**src/core/sorter_port_cfg.svh**
```systemverilog
// Timing and field constants for the sorter handshake port
// Assumes a 125 MHz core clock
`ifndef SORTER_PORT_CFG_SVH
`define SORTER_PORT_CFG_SVH

`define SP_CLK_MHZ          125
`define SP_SETUP_MIN_US     200
`define SP_SETUP_MAX_US     2000
`define SP_SETUP_MIN_CYC    (`SP_SETUP_MIN_US * `SP_CLK_MHZ)
`define SP_SETUP_MAX_CYC    (`SP_SETUP_MAX_US * `SP_CLK_MHZ)
`define SP_BIN_COUNT        9
`define SP_EDGE_RISE        1'b0
`define SP_CNT_W            32
`define SP_BINS_RELEASED    9'h1ff

`endif

```
**src/core/sorter_port_pkg.sv**
```systemverilog
// Types shared by the sorter handshake port
// Pairs with sorter_port_cfg.svh for numeric constants
package sp_pkg;

  typedef enum logic [2:0] {
    SP_IDLE    = 3'b000,
    SP_SETUP   = 3'b001,
    SP_CONVERT = 3'b010,
    SP_PROCESS = 3'b011,
    SP_DONE    = 3'b100
  } sp_state_e;

  // Sorting verdict from the measurement core
  typedef struct packed {
    logic [3:0] bin_num;
    logic       fail;
    logic       aux;
    logic       pri_high;
    logic       pri_low;
    logic       sec_rej;
  } sp_result_s;

  // Open-collector outputs, low while asserted
  typedef struct packed {
    logic [8:0] pass_bin_n;
    logic       fail_n;
    logic       aux_n;
    logic       primary_high_n;
    logic       primary_low_n;
    logic       secondary_reject_n;
  } sp_sort_s;

endpackage

```
**src/core/sorter_port.sv**
```systemverilog
// Sorter handshake port: trigger capture, sequencing and bin output drive
// Assumes a measurement core that reports conversion end and result ready
//
// How it works
// - Trigger in, conversion done, measurement done
// - Result lines are open-collector, pulled low
// - One pass bin, or fail, or aux
// - Reject cause on high, low, secondary lines
// - Control lines open-collector, pulled low
// - Conversion done asserts when analog ends
// - Measurement done only together with valid bins, in the same cycle
// - Selectable trigger edge, rising by default
// - One trigger remembered during a measurement
// - Setup wait 200us to 2ms plus delay
`timescale 1ns/10ps
`include "sorter_port_cfg.svh"

module sp_sorter_port
(
  // Clock and reset
  input  wire logic                 clk_i,
  input  wire logic                 nrst_i,
  // Sorter_port side trigger pin, active low line level
  input  wire logic                 start_test_in_n_i,
  // Configuration
  input  wire logic                 start_test_in_edge_fall_i,
  input  wire logic [31:0]          step_delay_cyc_i,
  // Measurement core
  output logic                      meas_start_o,
  input  wire logic                 analog_done_i,
  input  wire logic                 result_valid_i,
  input  wire sp_pkg::sp_result_s   result_i,
  // Sorter_port side outputs, low active, enable high while pulled
  output logic                      conversion_done_out_n_o,
  output logic                      conversion_done_out_oe_o,
  output logic                      measurement_done_out_n_o,
  output logic                      measurement_done_out_oe_o,
  output sp_pkg::sp_sort_s          sort_n_o,
  output sp_pkg::sp_sort_s          sort_oe_o
);
  import sp_pkg::*;

  localparam logic [31:0] SETUP_MIN = 32'(`SP_SETUP_MIN_CYC);
  localparam logic [31:0] SETUP_MAX = 32'(`SP_SETUP_MAX_CYC);

  sp_state_e   state;
  logic [2:0]  start_test_in_sync;
  logic        start_test_in_level;
  logic        start_test_in_prev;
  logic        start_test_in_pend;
  logic [31:0] setup_cnt;
  logic        start_test_in_evt;
  logic        start_now;

  function automatic sp_sort_s encode_sort(input sp_result_s r);
    sp_sort_s s;
    s = '1;
    if (r.fail)
    begin
      s.fail_n             = 1'b0;
      s.primary_high_n     = ~r.pri_high;
      s.primary_low_n      = ~r.pri_low;
      s.secondary_reject_n = ~r.sec_rej;
    end
    else if (r.aux)
      s.aux_n = 1'b0;
    else if (r.bin_num >= 4'h1 && r.bin_num <= 4'h9)
      s.pass_bin_n[r.bin_num - 4'h1] = 1'b0;
    else
      s.fail_n = 1'b0;
    return s;
  endfunction

  // Three-stage pin synchroniser; level changes once stages two and three agree
  always_ff @(posedge clk_i or negedge nrst_i)
  begin
    if (!nrst_i)
      start_test_in_sync <= 3'h7;
    else
      start_test_in_sync <= {start_test_in_sync[1:0], start_test_in_n_i};
  end

  // Pin is low-driven by the controller, so the logical level is inverted
  always_ff @(posedge clk_i or negedge nrst_i)
  begin
    if (!nrst_i)
    begin
      start_test_in_level <= 1'b0;
      start_test_in_prev  <= 1'b0;
    end
    else
    begin
      if (start_test_in_sync[1] == start_test_in_sync[2])
        start_test_in_level <= ~start_test_in_sync[2];
      start_test_in_prev <= start_test_in_level;
    end
  end

  // Pulse width is the controller's duty; no width filter here
  assign start_test_in_evt = start_test_in_edge_fall_i ? (start_test_in_prev & ~start_test_in_level)
                                     : (~start_test_in_prev & start_test_in_level);
  assign start_now = (state == SP_IDLE || state == SP_DONE) && (start_test_in_evt || start_test_in_pend);

  // Single-deep trigger memory; further triggers while busy are dropped
  // An edge landing as the remembered one starts is kept, not lost
  always_ff @(posedge clk_i or negedge nrst_i)
  begin
    if (!nrst_i)
      start_test_in_pend <= 1'b0;
    else if (start_now)
      start_test_in_pend <= start_test_in_pend & start_test_in_evt;
    else if (start_test_in_evt)
      start_test_in_pend <= 1'b1;
  end

  always_ff @(posedge clk_i or negedge nrst_i)
  begin
    if (!nrst_i)
    begin
      state     <= SP_IDLE;
      setup_cnt <= '0;
    end
    else
    begin
      case (state)
        SP_IDLE, SP_DONE:
        begin
          if (start_now)
          begin
            state     <= SP_SETUP;
            setup_cnt <= '0;
          end
        end
        SP_SETUP:
        begin
          setup_cnt <= setup_cnt + 32'h1;
          if (setup_cnt + 32'h1 >= SETUP_MIN + step_delay_cyc_i)
            state <= SP_CONVERT;
        end
        SP_CONVERT:
        begin
          if (analog_done_i)
            state <= SP_PROCESS;
        end
        SP_PROCESS:
        begin
          if (result_valid_i)
            state <= SP_DONE;
        end
        default:
          state <= SP_IDLE;
      endcase
    end
  end

  // Start pulse to the core at the end of setup
  always_ff @(posedge clk_i or negedge nrst_i)
  begin
    if (!nrst_i)
      meas_start_o <= 1'b0;
    else
      meas_start_o <= (state == SP_SETUP) &&
                      (setup_cnt + 32'h1 >= SETUP_MIN + step_delay_cyc_i);
  end

  // Control outputs
  always_ff @(posedge clk_i or negedge nrst_i)
  begin
    if (!nrst_i)
    begin
      conversion_done_out_oe_o  <= 1'b0;
      measurement_done_out_oe_o <= 1'b0;
    end
    else if (start_now)
    begin
      conversion_done_out_oe_o  <= 1'b0;
      measurement_done_out_oe_o <= 1'b0;
    end
    else
    begin
      if (state == SP_CONVERT && analog_done_i)
        conversion_done_out_oe_o <= 1'b1;
      if (state == SP_PROCESS && result_valid_i)
        measurement_done_out_oe_o <= 1'b1;
    end
  end

  // Open collector: line value is low whenever pulled
  always_ff @(posedge clk_i or negedge nrst_i)
  begin
    if (!nrst_i)
    begin
      conversion_done_out_n_o  <= 1'b0;
      measurement_done_out_n_o <= 1'b0;
    end
    else
    begin
      conversion_done_out_n_o  <= 1'b0;
      measurement_done_out_n_o <= 1'b0;
    end
  end

  // Result lines; bins written the same cycle measurement done rises
  always_ff @(posedge clk_i or negedge nrst_i)
  begin
    if (!nrst_i)
    begin
      sort_n_o  <= '0;
      sort_oe_o <= '0;
    end
    else if (start_now)
    begin
      sort_n_o  <= '0;
      sort_oe_o <= '0;
    end
    else if (state == SP_PROCESS && result_valid_i)
    begin
      sort_n_o  <= '0;
      sort_oe_o <= ~encode_sort(result_i);
    end
  end

  a_setup_bounds: assert property (@(posedge clk_i) disable iff (!nrst_i)
    $rose(meas_start_o) |-> $past(setup_cnt) + 32'h1 >= SETUP_MIN
      && $past(setup_cnt) < SETUP_MAX + step_delay_cyc_i)
    else $error("setup interval out of range");

  a_eom_after_bins: assert property (@(posedge clk_i) disable iff (!nrst_i)
    $rose(measurement_done_out_oe_o) |-> (sort_oe_o != '0))
    else $error("measurement done without a bin");

  a_one_pass_bin: assert property (@(posedge clk_i) disable iff (!nrst_i)
    measurement_done_out_oe_o |-> $onehot0({sort_oe_o.pass_bin_n, sort_oe_o.fail_n,
      sort_oe_o.aux_n}) && (sort_oe_o.pass_bin_n != '0 || sort_oe_o.fail_n
      || sort_oe_o.aux_n))
    else $error("verdict not exactly one");

  a_cause_only_fail: assert property (@(posedge clk_i) disable iff (!nrst_i)
    (sort_oe_o.primary_high_n || sort_oe_o.primary_low_n || sort_oe_o.secondary_reject_n)
      |-> sort_oe_o.fail_n)
    else $error("reject cause without fail");

  a_start_release: assert property (@(posedge clk_i) disable iff (!nrst_i)
    start_now |=> !measurement_done_out_oe_o && !conversion_done_out_oe_o
      && sort_oe_o == '0)
    else $error("outputs not released at start");

  a_idx_before_eom: assert property (@(posedge clk_i) disable iff (!nrst_i)
    measurement_done_out_oe_o |-> conversion_done_out_oe_o)
    else $error("measurement done before conversion done");

  a_pending_kept: assert property (@(posedge clk_i) disable iff (!nrst_i)
    (start_test_in_evt && state == SP_CONVERT) |=> start_test_in_pend)
    else $error("trigger during measurement lost");

  a_lines_low: assert property (@(posedge clk_i) disable iff (!nrst_i)
    !conversion_done_out_n_o && !measurement_done_out_n_o && sort_n_o == '0)
    else $error("open collector drives high");

  a_edge_start: assert property (@(posedge clk_i) disable iff (!nrst_i)
    (state == SP_IDLE && !start_test_in_pend && !start_test_in_edge_fall_i && $rose(start_test_in_level))
      |=> state == SP_SETUP)
    else $error("rising edge did not start");

endmodule

```
**config.mk**
```make
export PLATFORM = sky130hd
export DESIGN_NAME = sp_sorter_port
export DESIGN_NICKNAME = d
export VERILOG_FILES = /design/src/core/sorter_port_pkg.sv /design/src/core/sorter_port.sv
export VERILOG_INCLUDE_DIRS = /design/src /design/src/core
export SDC_FILE = /design/constraint.sdc
export NUM_CORES = 1
export LEC_CHECK = 0
export BUFFER_PORTS_ARGS = -buffer_cell sky130_fd_sc_hd__buf_4
export CAP_MARGIN = 20
export CORE_UTILIZATION = 45
export DETAILED_ROUTE_END_ITERATION = 16
export PLACE_DENSITY = 0.67
export SLEW_MARGIN = 20
export SYNTH_ARGS = -nofsm -noshare
export SYNTH_HDL_FRONTEND = slang
export SYNTH_SLANG_ARGS = --single-unit
```
**constraint.sdc**
```tcl
create_clock -name clk_i -period 4.7 [get_ports clk_i]
set_input_delay 0.94 -clock clk_i [delete_from_list [all_inputs] [get_ports clk_i]]
set_output_delay 0.94 -clock clk_i [all_outputs]
set_load 0.01 [all_outputs]
```
=== Word-level counts from Yosys, hierarchy flattened ===
Index checks and enable logic that the tools add are counted.

* Bits in registers: 72
* Input port bits: 47

* $add $sub $neg: 3
* Magnitude comparators: 5
* Equal/unequal tests: 9
* Muxes and demuxes: 36
* Bitwise logic cells: 11
* Reductions and logical operators: 16

{| class="wikitable"
|+ Operator list
! kind !! count
|-
| $pmux 32 s2 || 1
|-
| $mux 14 || 4
|-
| $mux 9 || 4
|-
| $add 15x32->32 const A || 1
|-
| $add 32x1->32 const B || 1
|-
| $ge 32x32->1 || 1
|-
| $mux 32 || 1
|-
| $mux 3 || 7
|-
| $mux 1 || 16
|-
| $not 14->14 || 1
|-
| $pmux 3 s4 || 1
|-
| $mux 10 || 1
|-
| $not 9->9 || 1
|-
| $ge 4x1->1 const B || 2
|-
| $ne 2x2->1 const B || 4
|-
| $reduce_bool 2->1 || 4
|-
| $eq 3x2->1 const B || 2
|-
| $logic_and 1x1->1 || 6
|-
| $not 1->1 || 6
|-
| $lt 4x5->1 const B || 1
|-
| $demux 1 s4 || 1
|-
| $le 4x4->1 const B || 1
|-
| $reduce_and 4->1 || 1
|-
| $sub 4x1->4 const B || 1
|-
| other kinds (8) || 11
|}

=== Logic depth before layout (Yosys ltp) ===
Gate-level depths: netlist (run 1).

* Depth after elaboration: 14
* Depth in mapped cells: 13
* Depth with buffers taken out: 12

=== Worst setup path after synthesis (run 1) ===
Ideal clock, no wire load.

* Path kind: in2reg
* From: in step_delay_cyc_i[3]
* To: reg state[1]
* Setup time: 0.104 ns
* Arrival time: 3.774 ns
* Slack: 0.822 ns
* Cell stages on the path: 11
* Path buffers: 0
* Path through: ha_1 -> o21ai_0 -> a21oi_1 -> o31ai_1 -> nor2_1 -> xnor2_1 -> ha_1 -> nand4_1 -> or4_1 -> a311o_1 -> a221oi_1

* Word-level cells in the longest chain between the ends: 4

{| class="wikitable"
|+ RTL lines
! item !! RTL line !! text
|-
| from (decl) || sorter_port.sv:27 || <nowiki>input wire logic [31:0] step_delay_cyc_i,</nowiki>
|-
| $add 15x32->32 || sorter_port.sv:137 || <nowiki>if (setup_cnt + 32'h1 >= SETUP_MIN + step_delay_cyc_i)</nowiki>
|-
| $ge 32x32->1 || sorter_port.sv:137 ||
|-
| $ne 2x2->1 (no line) || -- ||
|-
| $reduce_and 4->1 (no line) || -- ||
|-
| to (signal assigned) || sorter_port.sv:138 || <nowiki>state <= SP_CONVERT;</nowiki>
|-
| to (signal assigned) || sorter_port.sv:143 || <nowiki>state <= SP_PROCESS;</nowiki>
|-
| to (signal assigned) || sorter_port.sv:148 || <nowiki>state <= SP_DONE;</nowiki>
|-
| to (decl) || sorter_port.sv:46 || <nowiki>sp_state_e state;</nowiki>
|}

Every way passes these cells.
A chain may end at the register's enable or synchronous reset.

=== Worst setup path after layout (run 1) ===
Same ends and word-level chain as after synthesis.

==> impl_metrics.toml, run 1 <==
[clock_network]
cts_resized = 0
cts-root-buf = "clkbuf_8"
cts_tree = "done"
cts.sinks = 58
numCtsBuffers = 9
clock_latency_ps = 340
post_cts_buffers = 0
cts.clk_slew.worst_paths_ps = 70
cts_hold_buf = 0
clk_path_buf_depth = 2
cts_max_level = 3

[sta]
slew_headroom_pct = 30.6
hold_viol = 0
setup_viol = 0
tns_ps = 0
post-route-min-period_ps = 4000
fmax_mhz = 250
rsz0062_at_grt = "no"
fin_hold_ws_ps = 363
min_period_over_period_pct = 85.1
fin_skew_ps = 10.5
worst_slack_ps = 701
tightest_slew_ps = 1040
final-max-slew-violation-count = 0

[drt]
viasPerCell = 5.60
drtIter0Drc = 223
drt_wl_total_um = 10500
drc_errors = 0
ant_nets = 0
dr.pass1.iters = 5
wire_per_inst_um = 14.8
vias = 3962

[synth]
ys_async_sr_fraction_pct = 100
yosys_warnings = 0
synth_cells = 512
synth_area_um2 = 4450
synth_edf_count = 0
seq_area_frac_synth_pct = 32.7
synth_ff_type = "dfrtp_1"
avgSynthCellArea_um2 = 8.70
ys_types = 61
ys_ff_latch = 58

[place]
place_hpwl_um = 7890
gp_congestion = 0.789
numPortBuffers = 63
pre_cts_ws_ps = 388

[worst_setup_path]
cp.arrival_ps = 4220
path_class = "in2reg"
start_kind = "primary input"
cp_max_fo = 4
endpoint_kind = "flop"
rrSetupSlack_ps = 870
critPathRequiredTime_ps = 4920

[power]
power_mw = 1.61
power_density_nw_per_um2 = 310
p_leak_nw = 2.36
peakVddDrop_v = 0.000182

[grt]
grt_pass1_vias = 3774
track_usage_pct = 21.6
grt_max_degree = 59
overflow = 0
grt_pass1_wl_um = 17400
antenna_found_initial = 0

[layout]
layout_common_cells = "buf_4 (69), nand2_1 (56), dfrtp_1 (55), o21ai_0 (50), ha_1 (34)"
final_nets = 655
drive_gt1_share_pct = 18.0
final_common_cell = "buf_4"
syn2layout_area_growth_pct = 16.3
n_antenna_cell = 0

[die]
die_area_um2 = 10300
core-area_um2 = 9420
fp.dieW_um = 101
start_util_pct = 47.3
die_h_um = 101
fp-row-count = 35
ios = 80

[worst_hold_path]
min_path_type = "reg2reg"

[status]
status = "finished, final reports clean"

[flow_run]
drv_cap = 0
-- critical path, stage by stage --
cell	delay [ps]
buf_4	120
ha_1	210
o21ai_0	390
a21oi_1	240
nor3_1	430
xor2_1	130
ha_1	350
nand4_1	100
nor3_1	330
o2111ai_1	240
a311o_1	440
a221oi_1	300
-- cell families after synthesis --
| family | share of synthesized area [%] |
|---|---|
| AND/OR/NAND/NOR | 21.9 |
| other | 0.0842 |
| multiplexers | 0.225 |
| buffers and inverters | 5.96 |
| adder cells (fa/ha/maj) | 9.78 |
| flip-flops | 32.7 |
| AO/OA/AOI/OAI | 18.6 |
| XOR/XNOR | 10.8 |
-- flip-flops by register name, summed over array words and instances (netlist names) --
name	flops
measurement_done_out_oe_o	1
sort_oe_o	14
conversion_done_out_oe_o	1
start_test_in_level	1
start_test_in_sync	3
meas_start_o	1
start_test_in_prev	1
state	3
setup_cnt	32
start_test_in_pend	1
-- power breakdown --
part / internal (mW) / switching [mW] / total (mW)
clock: 0.242 / 0.214 / 0.456
combinational: 0.209 / 0.323 / 0.531
sequential: 0.554 / 0.0667 / 0.620
-- worst paths after layout --
path | start | cells after the start | to
max | step_delay_cyc_i[3] | 12 | state[1]$_DFFE_PN0P_
min | start_test_in_sync[0]$_DFF_PN1_ | 0 | start_test_in_sync[1]$_DFF_PN1_
max reg2reg | setup_cnt[0]$_DFFE_PN0P_ | 12 | state[1]$_DFFE_PN0P_
min reg2reg | start_test_in_sync[0]$_DFF_PN1_ | 0 | start_test_in_sync[1]$_DFF_PN1_
max in group asynchronous | nrst_i | 1 | sort_oe_o[1]$_DFFE_PN0P_
min in group asynchronous | nrst_i | 1 | sort_oe_o[10]$_DFFE_PN0P_
-- per-stage QoR --
step	std cells	utilization (%)	cell area [um2]
6_report	708	55.0	5180
2_1_floorplan	527	-	4510
3_3_place_gp	692	53.0	4990
3_5_place_dp	692	53.0	4990
5_1_grt	708	55.0	5180
4_1_cts	708	55.0	5180
-- metal layers --
metal | vias to the layer above | wire [um] | global-route usage [%]
met3 | 16 | 521 | 3.86
met2 | 114 | 4760 | 35.1
met4 | 0 | 174 | 7.36
met5 | - | 0 | 0
li1 | 1953 | - | -
met1 | 1879 | 5010 | 29.2
-- cell usage after synthesis, drive strengths merged, types with 4 or more instances --
cell    count  area [um2]
a21oi      29         145
a31oi       7        43.8
a32o        6        60.1
a41oi       6        52.6
and2        7        46.3
and3        9        56.3
and4        5        43.8
buf        22         163
clkbuf     11        42.5
dfrtp      55        1380
ha         34         425
inv        16        60.1
nand2      57         216
nand2b      6        37.5
nand3      22         133
nand4      16         128
nor2       34         128
nor3        8        40.0
o21ai      52         264
o31ai      14         105
or3         4        25.0
xnor2      32         280
xor2       23         201
-- area by class of cell --
class                      count  area [um2]
tap                          129         161
sequential                    58        1460
timing repair buffer          69         518
clock buffer                   9         124
multi-input combinational    420        2790
inverter                      16        60.1
clock inverter                 7        70.1
fill                         902        4230
No activity file was read; power rests on OpenSTA's default activity.
==> run 2, diff against run 1 <==
CORE_ASPECT_RATIO = 0.75   (was default)
==> run 2 against run 1 <==
Against the previous run: combinational power is essentially flat; clock power grew 58%; via count grew 1.1%; largest cell class unchanged; largest power group is now clock.
==> impl_metrics.toml, run 2 (synthesized netlist as in run 1, its figures left out) <==
[sta]
worst_slack_ps = 900
fmax_mhz = 263
rsz0062_at_grt = "no"
min_period_over_period_pct = 80.8
setup_viol = 0
tightest_slew_ps = 1050
hold_viol = 0
final-max-slew-violation-count = 0
tns_ps = 0
fin_hold_ws_ps = 356
fin_skew_ps = 7.10
slew_headroom_pct = 29.7
post-route-min-period_ps = 3800

[clock_network]
cts_tree = "done"
cts_resized = 0
clk_path_buf_depth = 2
cts_hold_buf = 0
cts.clk_slew.worst_paths_ps = 60
cts-root-buf = "clkbuf_16"
cts.sinks = 58
clock_latency_ps = 330
numCtsBuffers = 9
cts_max_level = 3
post_cts_buffers = 0

[layout]
final_area_um2 = 5330
drive_gt1_share_pct = 18.1
post-route-util_pct = 55.4
final_nets = 656
top_register = "setup_cnt"
final_common_cell = "buf_4"
reg.largest.list = "setup_cnt x32, sort_oe_o x14"
largest_reg_flops = 32
layout_common_cells = "buf_4 (70), nand2_1 (56), dfrtp_1 (55), o21ai_0 (50), ha_1 (34)"
n_antenna_cell = 0
fin_cells = 712
syn2layout_area_growth_pct = 19.6

[grt]
met1_usage_pct = 31.9
grt_use_met3_pct = 5.40
grt_pass1_vias = 3595
track_usage_pct = 22.1
grt-busiest-layer = "met2"
use_met2_pct = 33.6
grt_max_degree = 59
antenna_found_initial = 0
overflow = 0
grt_pass1_wl_um = 17500

[die]
start_util_pct = 46.3
fp-row-count = 31
die_h_um = 88.2
core-area_um2 = 9620
fp.dieW_um = 117
ios = 80
die_area_um2 = 10300

[worst_setup_path]
path_class = "reg2reg"
endpoint_kind = "flop"
crit_end = "state[1]$_DFFE_PN0P_"
startpoint = "setup_cnt[0]$_DFFE_PN0P_"
start_kind = "flop"
critPathRequiredTime_ps = 4920
cp_max_fo = 8
worstReg2RegStart = "setup_cnt[0]$_DFFE_PN0P_"
timing.rr.end = "state[1]$_DFFE_PN0P_"
reg2reg_depth = 12
rrSetupSlack_ps = 900
cp.arrival_ps = 4020

[place]
place_hpwl_um = 7850
placedCellCount = 696
pre_cts_ws_ps = 550
gp_congestion = 0.815
numPortBuffers = 63
placed_cell_area_um2 = 5000

[drt]
drc_errors = 0
ant_nets = 0
drtIter0Drc = 224
dr.pass1.iters = 5
viasPerCell = 5.63
wire_per_inst_um = 15.0
drt_wl_total_um = 10700
vias = 4005

[power]
peakVddDrop_v = 0.000265
power_mw = 1.88
power_density_nw_per_um2 = 353
p_leak_nw = 2.43

[flow_run]
drv_cap = 0

[worst_hold_path]
min_path_type = "reg2reg"
whs_path_depth = 0

[status]
status = "finished, final reports clean"
run 2: how the worst min path moves through the flow:
stage	start	to	slack (ps)
after floorplan	start_test_in_sync[0]$_DFF_PN1_	start_test_in_sync[1]$_DFF_PN1_	350
after global placement	start_test_in_sync[0]$_DFF_PN1_	start_test_in_sync[1]$_DFF_PN1_	350
after detailed placement	start_test_in_sync[0]$_DFF_PN1_	start_test_in_sync[1]$_DFF_PN1_	350
after CTS	start_test_in_sync[0]$_DFF_PN1_	start_test_in_sync[1]$_DFF_PN1_	360
after global routing	start_test_in_sync[0]$_DFF_PN1_	start_test_in_sync[1]$_DFF_PN1_	360
final	start_test_in_sync[0]$_DFF_PN1_	start_test_in_sync[1]$_DFF_PN1_	360
run 2: per-layer routing:
metal,share of wire (%),routed length [um]
met2,43,4580
met3,6.6,709
met1,50,5300
met4,0.81,87
met5,0,0
run 2: layout make-up:
class	instances	area, um2
multi-input cells	420	2790
well taps	132	165
clock buffers	9	225
clock inverters	7	101
flip-flops and latches	58	1460
inverters	16	60.1
fillers	900	4290
repair buffers	70	526
run 2: report_power, final:
part | internal [mW] | switching [mW] | total, mW
logic | 0.210 | 0.325 | 0.534
clock network | 0.468 | 0.253 | 0.721
registers | 0.554 | 0.0683 | 0.623
run 2: critical path, stage by stage (launching register included):
cell      delay, ps
dfrtp_1         450
ha_1            260
nand3_1         230
nor4_4          480
and2_1          270
nand3_1         130
xnor2_1         170
ha_1            330
nand4_1         130
or4_1           590
nand2b_1        210
and4_1          200
a221oi_1        240
==> run 3, diff against run 2 <==
clock period = 3.5 ns   (was 4.7 ns; I/O delays follow)
==> run 3 against run 2 <==
Against the previous run: via count grew 2.0%; worst hold slack gained 1.9 ps; setup slack lost 720 ps; wire length grew 4.0%; clock skew shrank 2.7 ps; global-route usage grew 0.71 points; count of clock-buffer cells in the layout is the same; non-clock buffer count grew 46; combinational power grew 47%; die area is the same; sequential power grew 35%.
==> impl_metrics.toml, run 3 (synthesized netlist as in run 1, its figures left out) <==
[worst_setup_path]
worstReg2RegStart = "setup_cnt[0]$_DFFE_PN0P_"
cpLargestDelayFamily = "simple AND/OR/NAND/NOR gates"
cp_max_fo = 5
startpoint = "step_delay_cyc_i[3]"
cpPeakStageDelay_ps = 580
endpoint_kind = "flop"
cp.arrival_ps = 3560
cp_slowest_cell = "or4_4"
start_kind = "primary input"
path_class = "in2reg"
crit_chain = "buf_4 > ha_1 > o21ai_2 > a21oi_2 > o31ai_2 > buf_4 > nor2_1 > xnor2_1 > ha_1 > nand4_1 > or4_4 > nand2b_1 > and4_1 > a221oi_2"
path_buf_inv = 2
critPathRequiredTime_ps = 3740

[sta]
final-max-slew-violation-count = 0
min_period_over_period_pct = 95.0
rsz0062_at_grt = "no"
slew_headroom_pct = 35.7
hold_viol = 0
fin_skew_ps = 4.40
tightest_slew_ps = 963
worst_slack_ps = 176
fmax_mhz = 301
post-route-min-period_ps = 3320
setup_viol = 0
tns_ps = 0

[power]
seqPwrFrac_pct = 30.9
power_mw = 2.71
clock_power_share_pct = 40.2
comb_power_share_pct = 28.9
p_leak_nw = 2.68
peakVddDrop_v = 0.000348
switching_share_pct = 32.0
power_density_nw_per_um2 = 470
p_sw_mw = 0.866
power.internal_mw = 1.84

[grt]
grt_pass1_wl_um = 17900
overflow = 0
antenna_found_initial = 0
track_usage_pct = 22.8
grt_pass1_vias = 3719
grt_max_degree = 59

[clock_network]
cts-root-buf = "clkbuf_16"
cts_max_level = 3
cts.clk_slew.worst_paths_ps = 50
clk_path_buf_depth = 2
cts.sinks = 58
clock_latency_ps = 330
cts_tree = "done"
numCtsBuffers = 9

[layout]
final_area_um2 = 5760
reg.largest.list = "setup_cnt x32, sort_oe_o x14"
layout_common_cells = "buf_4 (114), nand2_1 (56), dfrtp_1 (54), o21ai_0 (49)"
final_nets = 702
drive_gt1_share_pct = 25.7
n_antenna_cell = 0
final_common_cell = "buf_4"
top_register = "setup_cnt"
largest_reg_flops = 32
syn2layout_area_growth_pct = 29.4

[worst_hold_path]
hp-start = "start_test_in_sync[0]$_DFF_PN1_"
min_path_type = "reg2reg"

[place]
numPortBuffers = 63
placed_cell_area_um2 = 5340
place_hpwl_um = 8300
gp_congestion = 0.866
pre_cts_ws_ps = -294

[drt]
viasPerCell = 5.39
drt_wl_total_um = 11100
wire_per_inst_um = 14.6
dr.pass1.iters = 5
drtIter0Drc = 228
vias = 4084
drc_errors = 0
ant_nets = 0

[die]
fp.dieW_um = 117
ios = 80
fp-row-count = 31
die_area_um2 = 10300
die_h_um = 88.2
core-area_um2 = 9620
start_util_pct = 46.3

[flow_run]
drv_cap = 0

[status]
status = "finished, final reports clean"
## run 3: cell types whose count changed in the layout (fill, tap and decap cells not counted), sizes merged
cell / delta
inv: -2
bufinv: +2
clkinv: +1
buf: +46
clkinvlp: -1
## run 3: what timing repair did
action / in CTS / in global routing
endpoints found under the hold margin: 0 / 0
hold buffers: 0 / 0
setup endpoints to repair: 0 / 3
setup buffers: 0 / 3
resized for setup: 0 / 9
## run 3: path summary, 6_finish.rpt
| check | to | slack (ps) | depth (start not counted) |
|---|---|---|---|
| max | state[1]$_DFFE_PN0P_ | 180 | 14 |
| min in group asynchronous | sort_oe_o[3]$_DFFE_PN0P_ | 440 | 1 |
| min reg2reg | start_test_in_sync[1]$_DFF_PN1_ | 360 | 0 |
| max reg2reg | state[1]$_DFFE_PN0P_ | 200 | 12 |
| max in group asynchronous | setup_cnt[0]$_DFFE_PN0P_ | 2530 | 1 |
| min | start_test_in_sync[1]$_DFF_PN1_ | 360 | 0 |
## run 3: power groups by stage
stage	logic (mW)	clock network [mW]	registers (mW)
floorplan	0.485	0	0.831
global placement	0.720	0	0.840
detailed placement	0.739	0	0.845
CTS	0.748	1.10	0.835
global route	0.878	1.13	0.848
finish	0.783	1.09	0.838
## run 3: stage by stage
stage               util, %  cells  hold slack, ps
finish                 59.9    758             357
global route           59.9    758             366
CTS                    59.3    755             357
detailed placement     55.5    739             349
global placement       55.5    739             347
floorplan                 -    527             345
## run 3: layer usage
metal	global-route usage [%]	wire [um]	vias to the layer above
li1	-	-	2042
met1	33.6	5460	1921
met2	33.5	4810	110
met3	4.50	698	11
met4	7.48	138	0
met5	0	0	-
## run 3: cell type report
cell class                 instances  area (um2)
sequential                        58        1460
timing repair buffer             116         887
inverter                          16        60.1
tap                              132         165
clock buffer                       9         225
fill                             852        3860
multi-input combinational        420        2830
clock inverter                     7         141
